**config.mk**
```make
export PLATFORM = sky130hd
export DESIGN_NAME = mtx_exec
export DESIGN_NICKNAME = d
export VERILOG_FILES = /design/src/mtx_pkg.sv /design/src/mtx_exec.sv
export VERILOG_INCLUDE_DIRS = /design/src
export SDC_FILE = /design/constraint.sdc
export NUM_CORES = 1
export LEC_CHECK = 0
export ABC_AREA = 1
export BUFFER_PORTS_ARGS = -buffer_cell sky130_fd_sc_hd__buf_2
export CAP_MARGIN = 20
export CORE_ASPECT_RATIO = 1.2
export CORE_MARGIN = 5
export CORE_UTILIZATION = 50
export DETAILED_ROUTE_END_ITERATION = 10
export PLACE_DENSITY = 0.83
export SETUP_SLACK_MARGIN = 0.15
export SLEW_MARGIN = 20
export SYNTH_ARGS = -nofsm -noshare
export SYNTH_HDL_FRONTEND = slang
export SYNTH_SLANG_ARGS = --single-unit
```
**constraint.sdc**
```tcl
create_clock -name clk -period 3.15 [get_ports clk]
set_input_delay 0.63 -clock clk [delete_from_list [all_inputs] [get_ports clk]]
set_output_delay 0.63 -clock clk [all_outputs]
set_load 0.05 [all_outputs]
```
**src/mtx_defs.svh**
```systemverilog
// Constants for the mask test, exclusive-OR and exchange execution unit.
`ifndef MTX_DEFS_SVH
`define MTX_DEFS_SVH
`define MTX_FLAG_C 7
`define MTX_FLAG_Z 6
`define MTX_FLAG_S 5
`define MTX_FLAG_V 4
`define MTX_FLAG_D 3
`define MTX_FLAG_H 2
`define MTX_WORD_STEP 16'h0002
`define MTX_BYTE_STEP 16'h0001
`define MTX_FLAGS_RST 8'h00
`endif

```
**src/mtx_pkg.sv**
```systemverilog
// Types shared by the mask test, exclusive-OR and exchange execution unit.
package mtx_pkg;
   // Operation selected by the decoder in front of this unit.
   typedef enum logic [2:0]
   {
      MTX_OP_TMW,
      MTX_OP_XOR,
      MTX_OP_SWAP,
      MTX_OP_WAIT
   } mtx_op_t;
   // How the memory operand address pair is adjusted.
   typedef enum logic [1:0]
   {
      MTX_IDX_NONE,
      MTX_IDX_POSTINC,
      MTX_IDX_PREDEC
   } mtx_idx_t;
   // Request from decode: operands already resolved to values or addresses.
   typedef struct packed
   {
      mtx_op_t op;
      mtx_idx_t idx;
      logic srcMem;
      logic dstMem;
      logic [15:0] srcAddr;
      logic [15:0] dstAddr;
      logic [15:0] srcVal;
      logic [15:0] dstVal;
      logic [7:0] srcReg;
      logic [7:0] dstReg;
      logic [7:0] pairReg;
   } mtx_req_t;
   // Register file write request.
   typedef struct packed
   {
      logic en;
      logic word;
      logic [7:0] addr;
      logic [15:0] data;
   } mtx_rfw_t;
   // Memory access request.
   typedef struct packed
   {
      logic rd;
      logic wr;
      logic word;
      logic [15:0] addr;
      logic [15:0] data;
   } mtx_mem_t;
endpackage

```
**src/mtx_exec.sv**
```systemverilog
// Execution unit for word mask test, byte exclusive-OR, register swap and wait.
`timescale 1ns/1ps
`include "mtx_defs.svh"
module mtx_exec
   import mtx_pkg::*;
(
   input wire logic clk,
   input wire logic rst_n,
   input wire logic reqValid,
   input mtx_req_t req,
   input wire logic [7:0] flagsIn,
   input wire logic memDone,
   input wire logic [15:0] memRdata,
   input wire logic intAck,
   output logic busy,
   output logic done,
   output logic [7:0] flagsOut,
   output logic flagsWe,
   output mtx_rfw_t rfWrite,
   output mtx_rfw_t rfWrite2,
   output mtx_mem_t memReq,
   output logic halted
);
   // Sequencer states. A request is only taken in the idle state, so any strobe that
   // arrives while an operation runs is ignored without notice; decode must hold it off.
   // The fetch states keep the memory read asserted until the memory answers, which
   // lets a slow memory stretch an operation by any number of cycles.
   typedef enum logic [2:0]
   {
      ST_IDLE,
      ST_FETCH_SRC,
      ST_FETCH_DST,
      ST_EXEC,
      ST_STORE,
      ST_WAIT
   } mtx_state_t;

   // Sequencer state and the request captured when it was taken.
   mtx_state_t state_q, state_d;
   mtx_req_t r_q, r_d;
   // Operand values: taken from the request, or replaced by read data from memory.
   logic [15:0] sv_q, sv_d;
   logic [15:0] dv_q, dv_d;
   // Every output below is a register, so downstream paths see no logic from this unit.
   logic busy_q, busy_d;
   logic done_q, done_d;
   logic [7:0] flags_q, flags_d;
   logic flagsWe_q, flagsWe_d;
   mtx_rfw_t rfw_q, rfw_d;
   mtx_rfw_t rfw2_q, rfw2_d;
   mtx_mem_t mem_q, mem_d;
   logic halted_q, halted_d;

   // Logic flags shared by both widths: Z, S from the top bit, V cleared, rest kept.
   function automatic logic [7:0] mtxLogicFlags(input logic [7:0] f, input logic [15:0] res,
                                                input logic word);
      logic [7:0] o;
      o = f;
      o[`MTX_FLAG_Z] = word ? (res == 16'h0000) : (res[7:0] == 8'h00);
      o[`MTX_FLAG_S] = word ? res[15] : res[7];
      o[`MTX_FLAG_V] = 1'b0;
      return o;
   endfunction

   // Step applied to the address pair for the current width.
   function automatic logic [15:0] mtxStep(input mtx_op_t op);
      return (op == MTX_OP_TMW) ? `MTX_WORD_STEP : `MTX_BYTE_STEP;
   endfunction

   // Sequencer: fetch operands, compute, write back, adjust pair.
   always_comb
   begin
      logic [15:0] res;
      logic word;
      res = 16'h0000;
      word = (r_q.op == MTX_OP_TMW);
      state_d = state_q;
      r_d = r_q;
      sv_d = sv_q;
      dv_d = dv_q;
      busy_d = busy_q;
      done_d = 1'b0;
      flags_d = flags_q;
      flagsWe_d = 1'b0;
      rfw_d = '0;
      rfw2_d = '0;
      mem_d = mem_q;
      halted_d = halted_q;
      unique case (state_q)
         ST_IDLE:
         begin
            if (reqValid)
            begin
               r_d = req;
               sv_d = req.srcVal;
               dv_d = req.dstVal;
               busy_d = 1'b1;
               if (req.op == MTX_OP_WAIT)
               begin
                  // Only instruction flow stops; DMA arbitration stays outside and runs on.
                  state_d = ST_WAIT;
                  halted_d = 1'b1;
               end
               else if (req.op == MTX_OP_SWAP)
               begin
                  state_d = ST_EXEC;
               end
               else
               begin
                  // The pre-decrement form adjusts the address before any fetch.
                  if (req.idx == MTX_IDX_PREDEC)
                  begin
                     r_d.srcAddr = req.srcAddr - mtxStep(req.op);
                     r_d.dstAddr = req.dstAddr - mtxStep(req.op);
                  end
                  state_d = req.srcMem ? ST_FETCH_SRC : (req.dstMem ? ST_FETCH_DST : ST_EXEC);
                  if (req.srcMem || req.dstMem)
                  begin
                     mem_d.rd = 1'b1;
                     mem_d.wr = 1'b0;
                     mem_d.word = (req.op == MTX_OP_TMW);
                     mem_d.addr = req.srcMem ? r_d.srcAddr : r_d.dstAddr;
                  end
               end
            end
         end
         ST_FETCH_SRC:
         begin
            // The source read completes first; the destination read, if any, follows
            // straight on without releasing the read strobe, so no idle cycle is lost.
            // The same read data port serves both, so the order of reads is fixed.
            if (memDone)
            begin
               sv_d = memRdata;
               mem_d.rd = r_q.dstMem;
               mem_d.addr = r_q.dstAddr;
               state_d = r_q.dstMem ? ST_FETCH_DST : ST_EXEC;
            end
         end
         ST_FETCH_DST:
         begin
            // Destination read: the word or byte that the operation combines with.
            // For the mask test this value is only looked at, never written back.
            if (memDone)
            begin
               dv_d = memRdata;
               mem_d.rd = 1'b0;
               state_d = ST_EXEC;
            end
         end
         ST_EXEC:
         begin
            // One cycle of arithmetic. Flags start from the flag register as it stands
            // now, so bits that the operation does not own pass through unchanged.
            // A memory-destination exclusive-OR result moves on to the store state instead of ending.
            state_d = ST_IDLE;
            busy_d = 1'b0;
            done_d = 1'b1;
            unique case (r_q.op)
               MTX_OP_TMW:
               begin
                  // Mask test: no destination write of any kind.
                  res = sv_q & dv_q;
                  flags_d = mtxLogicFlags(flagsIn, res, 1'b1);
                  flagsWe_d = 1'b1;
               end
               MTX_OP_XOR:
               begin
                  res = {8'h00, sv_q[7:0] ^ dv_q[7:0]};
                  flags_d = mtxLogicFlags(flagsIn, res, 1'b0);
                  flagsWe_d = 1'b1;
                  if (r_q.dstMem)
                  begin
                     mem_d.wr = 1'b1;
                     mem_d.word = 1'b0;
                     mem_d.addr = r_q.dstAddr;
                     mem_d.data = res;
                     state_d = ST_STORE;
                     busy_d = 1'b1;
                     done_d = 1'b0;
                  end
                  else
                  begin
                     rfw_d = '{en: 1'b1, word: 1'b0, addr: r_q.dstReg, data: res};
                  end
               end
               MTX_OP_SWAP:
               begin
                  // Both writes issue in one cycle so no flag path is touched.
                  rfw_d = '{en: 1'b1, word: 1'b0, addr: r_q.dstReg, data: sv_q};
                  rfw2_d = '{en: 1'b1, word: 1'b0, addr: r_q.srcReg, data: dv_q};
               end
               default:
               begin
                  res = 16'h0000;
               end
            endcase
            // Pair write-back: post-increment after the operation, or the pre-decremented value.
            if (r_q.idx != MTX_IDX_NONE && r_q.op != MTX_OP_SWAP)
            begin
               rfw2_d.en = 1'b1;
               rfw2_d.word = 1'b1;
               rfw2_d.addr = r_q.pairReg;
               if (r_q.idx == MTX_IDX_POSTINC)
               begin
                  rfw2_d.data = (r_q.srcMem ? r_q.srcAddr : r_q.dstAddr) + mtxStep(r_q.op);
               end
               else
               begin
                  rfw2_d.data = r_q.srcMem ? r_q.srcAddr : r_q.dstAddr;
               end
            end
         end
         ST_STORE:
         begin
            // The byte write stays asserted until the memory acknowledges it; the
            // completion pulse is held back until then so that a following
            // instruction cannot read the location before it holds the result.
            if (memDone)
            begin
               mem_d.wr = 1'b0;
               state_d = ST_IDLE;
               busy_d = 1'b0;
               done_d = 1'b1;
            end
         end
         ST_WAIT:
         begin
            // Suspended: nothing is issued and no flag is written. Only the interrupt
            // acknowledge ends the wait; a new request strobe here is ignored.
            // Transfers by the DMA engine use the memory without this unit's help.
            if (intAck)
            begin
               state_d = ST_IDLE;
               halted_d = 1'b0;
               busy_d = 1'b0;
               done_d = 1'b1;
            end
         end
         default:
         begin
            // An illegal state code falls back to idle rather than locking up.
            state_d = ST_IDLE;
         end
      endcase
   end

   // State registers; synchronous reset puts every output in a quiet state.
   always_ff @(posedge clk)
   begin
      if (!rst_n)
      begin
         state_q <= ST_IDLE;
         r_q <= '0;
         sv_q <= 16'h0000;
         dv_q <= 16'h0000;
         busy_q <= 1'b0;
         done_q <= 1'b0;
         flags_q <= `MTX_FLAGS_RST;
         flagsWe_q <= 1'b0;
         rfw_q <= '0;
         rfw2_q <= '0;
         mem_q <= '0;
         halted_q <= 1'b0;
      end
      else
      begin
         state_q <= state_d;
         r_q <= r_d;
         sv_q <= sv_d;
         dv_q <= dv_d;
         busy_q <= busy_d;
         done_q <= done_d;
         flags_q <= flags_d;
         flagsWe_q <= flagsWe_d;
         rfw_q <= rfw_d;
         rfw2_q <= rfw2_d;
         mem_q <= mem_d;
         halted_q <= halted_d;
      end
   end

   // Outputs come straight from the registers above.
   // No output carries any combinational path from an input.
   assign busy = busy_q;
   assign done = done_q;
   assign flagsOut = flags_q;
   assign flagsWe = flagsWe_q;
   assign rfWrite = rfw_q;
   assign rfWrite2 = rfw2_q;
   assign memReq = mem_q;
   assign halted = halted_q;
endmodule // mtx_exec

```
==> impl_metrics.yaml <==
status:
  outcome: "complete, no violations"
routing:
  wl_met2_um: 13800
  final_antenna_net_count: 0
  top_layer: "met4"
  vias: 9763
  drt-total-wl_um: 28300
  wl_per_cell_um: 16.3
  drtIter0Drc: 988
  viasPerCell: 5.64
  post-route-drc-count: 0
  wirelength_met1_um: 11000
  wl_met3_um: 2430
  firstDrtPassIters: 8
synthesis:
  postSynthAreaPerCell_um2: 6.97
  synth_top_cell_by_area: "dfxtp_1"
  seq_area_frac_synth_pct: 40.9
  synth_top_area_share_pct: 40.9
  yosys_register_bits: 187
  async_reset_ff_share_pct: 0
  syn_inst: 1313
  synth_cell_type_count: 44
  synth.area.top_cells: "dfxtp_1 41%, nand2_1 12%, o21ai_0 8.2%, a21oi_1 7.7%, inv_1 5.3%"
  synth.cell_area_mm2: 0.00915
  synth-edff-count: 0
  yosysWarnings: 0
  ys.flop_type: "dfxtp_1"
global_route:
  track_usage_pct: 26.1
  grt_pass1_wl_um: 44600
  grt_max_degree: 119
  antenna_found_initial: 1
  grt_remaining_overflow: 0
  first_global_vias: 8927
clock_network:
  clk_latency_ns: 0.43
  cts_setup_buffers: 0
  htree_levels: 4
  cts_buffers: 17
  clock-sinks: 187
  cts_root_buffer: "clkbuf_16"
  clk_pin_slew_ns: 0.07
  cts_resized: 0
  clockBufferDepth: 2
  cts_tree: "yes"
  ctsHoldBuffers: 0
timing:
  post-route-period-util_pct: 85.3
  slew_violations: 0
  finClkSkew_ns: 0.00844
  hold_viol_final: 0
  fmax_ghz: 0.372
  fin_setup_tns_ns: 0
  rsz0062_at_grt: "no"
  finalSetupViolCount: 0
  worst_pin_slew_ns: 1.06
  finalCriticalPeriod_ns: 2.69
  slew_headroom_pct: 29.1
pwr:
  p_per_area_mw_per_mm2: 848
  finalPower_w: 0.00916
  p_leak_nw: 5.15
  vdd_drop_max_uv: 432
final_layout:
  layout_commonest_cell: "nand2_1"
  final_layout_size_suffix_gt1_share_pct: 19.4
  area_growth_pct: 18.1
  mostFrequentLayoutCells: "293 x nand2_1, 209 x buf_2, 187 x dfxtp_1, 149 x o21ai_0, 140 x a21oi_1"
  seqCellArea_mm2: 0.00374
  num-nets-final: 1634
  multiInputGateArea_mm2: 0.00454
  postLayoutCellArea_mm2: 0.0108
  fill_cells: 1677
hold_path:
  hold_depth: 3
  min_to: "flagsOut[7]$_SDFFE_PN0P_"
  worstHoldStart: "flagsIn[7]"
  min_path_type: "in2reg"
die:
  start_util_pct: 50.5
  die_y_um: 158
  dieArea_mm2: 0.0211
  pin_count: 223
  rows: 54
  core_area_mm2: 0.0181
  die_w_um: 133
critical_path:
  r2r_end: "rfWrite2[14]$_SDFF_PN0_"
  r2r-start: "r_q[89]$_SDFFE_PN0P_"
  r2r_cells: 15
  r2r_slack_ns: 0.46
  crit_arrival_ns: 3.02
  endpoint_kind: "flip-flop"
  path_class: "reg2reg"
  worstPathMaxFanout: 19
  start_kind: "flip-flop"
  required_ns: 3.48
flow_run:
  cap_viol_max_count: 0
place:
  post-dp-hpwl_um: 21000
  port_buffers: 209
  post_dp_cell_area_mm2: 0.0102
  gp_congestion: 0.939
## synthesized netlist by cell type (5+ instances only)
master      n
nand2_1   293
dfxtp_1   187
o21ai_0   149
a21oi_1   140
inv_1     129
nor2_1    100
nand3_1    71
a31oi_1    36
clkbuf_1   36
buf_4      16
buf_2      15
ha_1       14
nand4_1    13
o21ai_1    12
o211ai_1   11
inv_2      10
nor2_2     10
nor3_1      9
o22ai_1     9
a221oi_1    5
## registers in the layout, summed over array words and instances (netlist names)
name      cells
memReq       27
state_q       3
sv_q         16
done          1
rfWrite      25
flagsWe       1
rfWrite2     26
dv_q         16
flagsOut      7
busy          1
halted        1
r_q          63
## routing by layer
metal,vias to the layer above,GRT usage [%]
met5,-,0
met4,0,12.1
met3,85,4.70
met2,529,45.3
met1,4433,31.7
li1,4716,-
## cell type report
class	count	area share, %
multi-input cells	921	42.0
flip-flops and latches	187	34.6
repair buffers	222	10.6
inverters	144	5.05
clock buffers	20	4.23
well taps	224	2.59
clock inverters	12	0.903
diodes	2	0.0463
## kinds of logic after synthesis
kind of cell             share of synthesized area, %
AND/OR/NAND/NOR                                  24.2
other                                          0.0410
flip-flops                                       40.9
adder cells (fa/ha/maj)                          2.57
buffers and inverters                            9.87
AO/OA/AOI/OAI                                    22.0
XOR/XNOR                                        0.383
## worst max-delay path by stage
stage,from,to,slack (ns),cells past startpoint
floorplan,req[94],r_q[78]$_SDFFE_PN0P_,0.68,9
global route,r_q[89]$_SDFFE_PN0P_,rfWrite2[14]$_SDFF_PN0_,0.25,15
detailed placement,req[94],memReq[28]$_SDFFE_PN0P_,0.42,12
CTS,r_q[89]$_SDFFE_PN0P_,rfWrite2[14]$_SDFF_PN0_,0.50,15
global placement,req[94],memReq[28]$_SDFFE_PN0P_,0.47,12
finish,r_q[89]$_SDFFE_PN0P_,rfWrite2[14]$_SDFF_PN0_,0.46,15
## stage by stage
step	cells	hold WS (ns)	utilization, %	worst slack (ns)
after CTS	1730	0.414	59.7	0.503
after floorplan	1322	0.416	-	0.684
after global placement	1698	0.422	56.6	0.471
after global routing	1731	0.432	59.7	0.249
after detailed placement	1698	0.427	56.6	0.424
final	1732	0.425	59.7	0.463
## critical path: stages, from the launching register on
cell     delay (ns)
dfxtp_1        0.70
o21ai_0        0.19
inv_1          0.09
ha_1           0.16
inv_1          0.06
fa_1           0.36
inv_1          0.06
nand2_1        0.06
nor2_1         0.16
nand2_1        0.12
nor2_2         0.22
nand4_1        0.15
nand2_1        0.10
nand2_1        0.05
nand2_1        0.06
nand2_1        0.04
## where the power goes
part	switching (W)	total (W)	internal, W
Combinational	0.00268	0.00375	0.00107
Clock	0.000904	0.00203	0.00112
Sequential	0.000425	0.00338	0.00296
No activity file was read; power rests on OpenSTA's default activity.
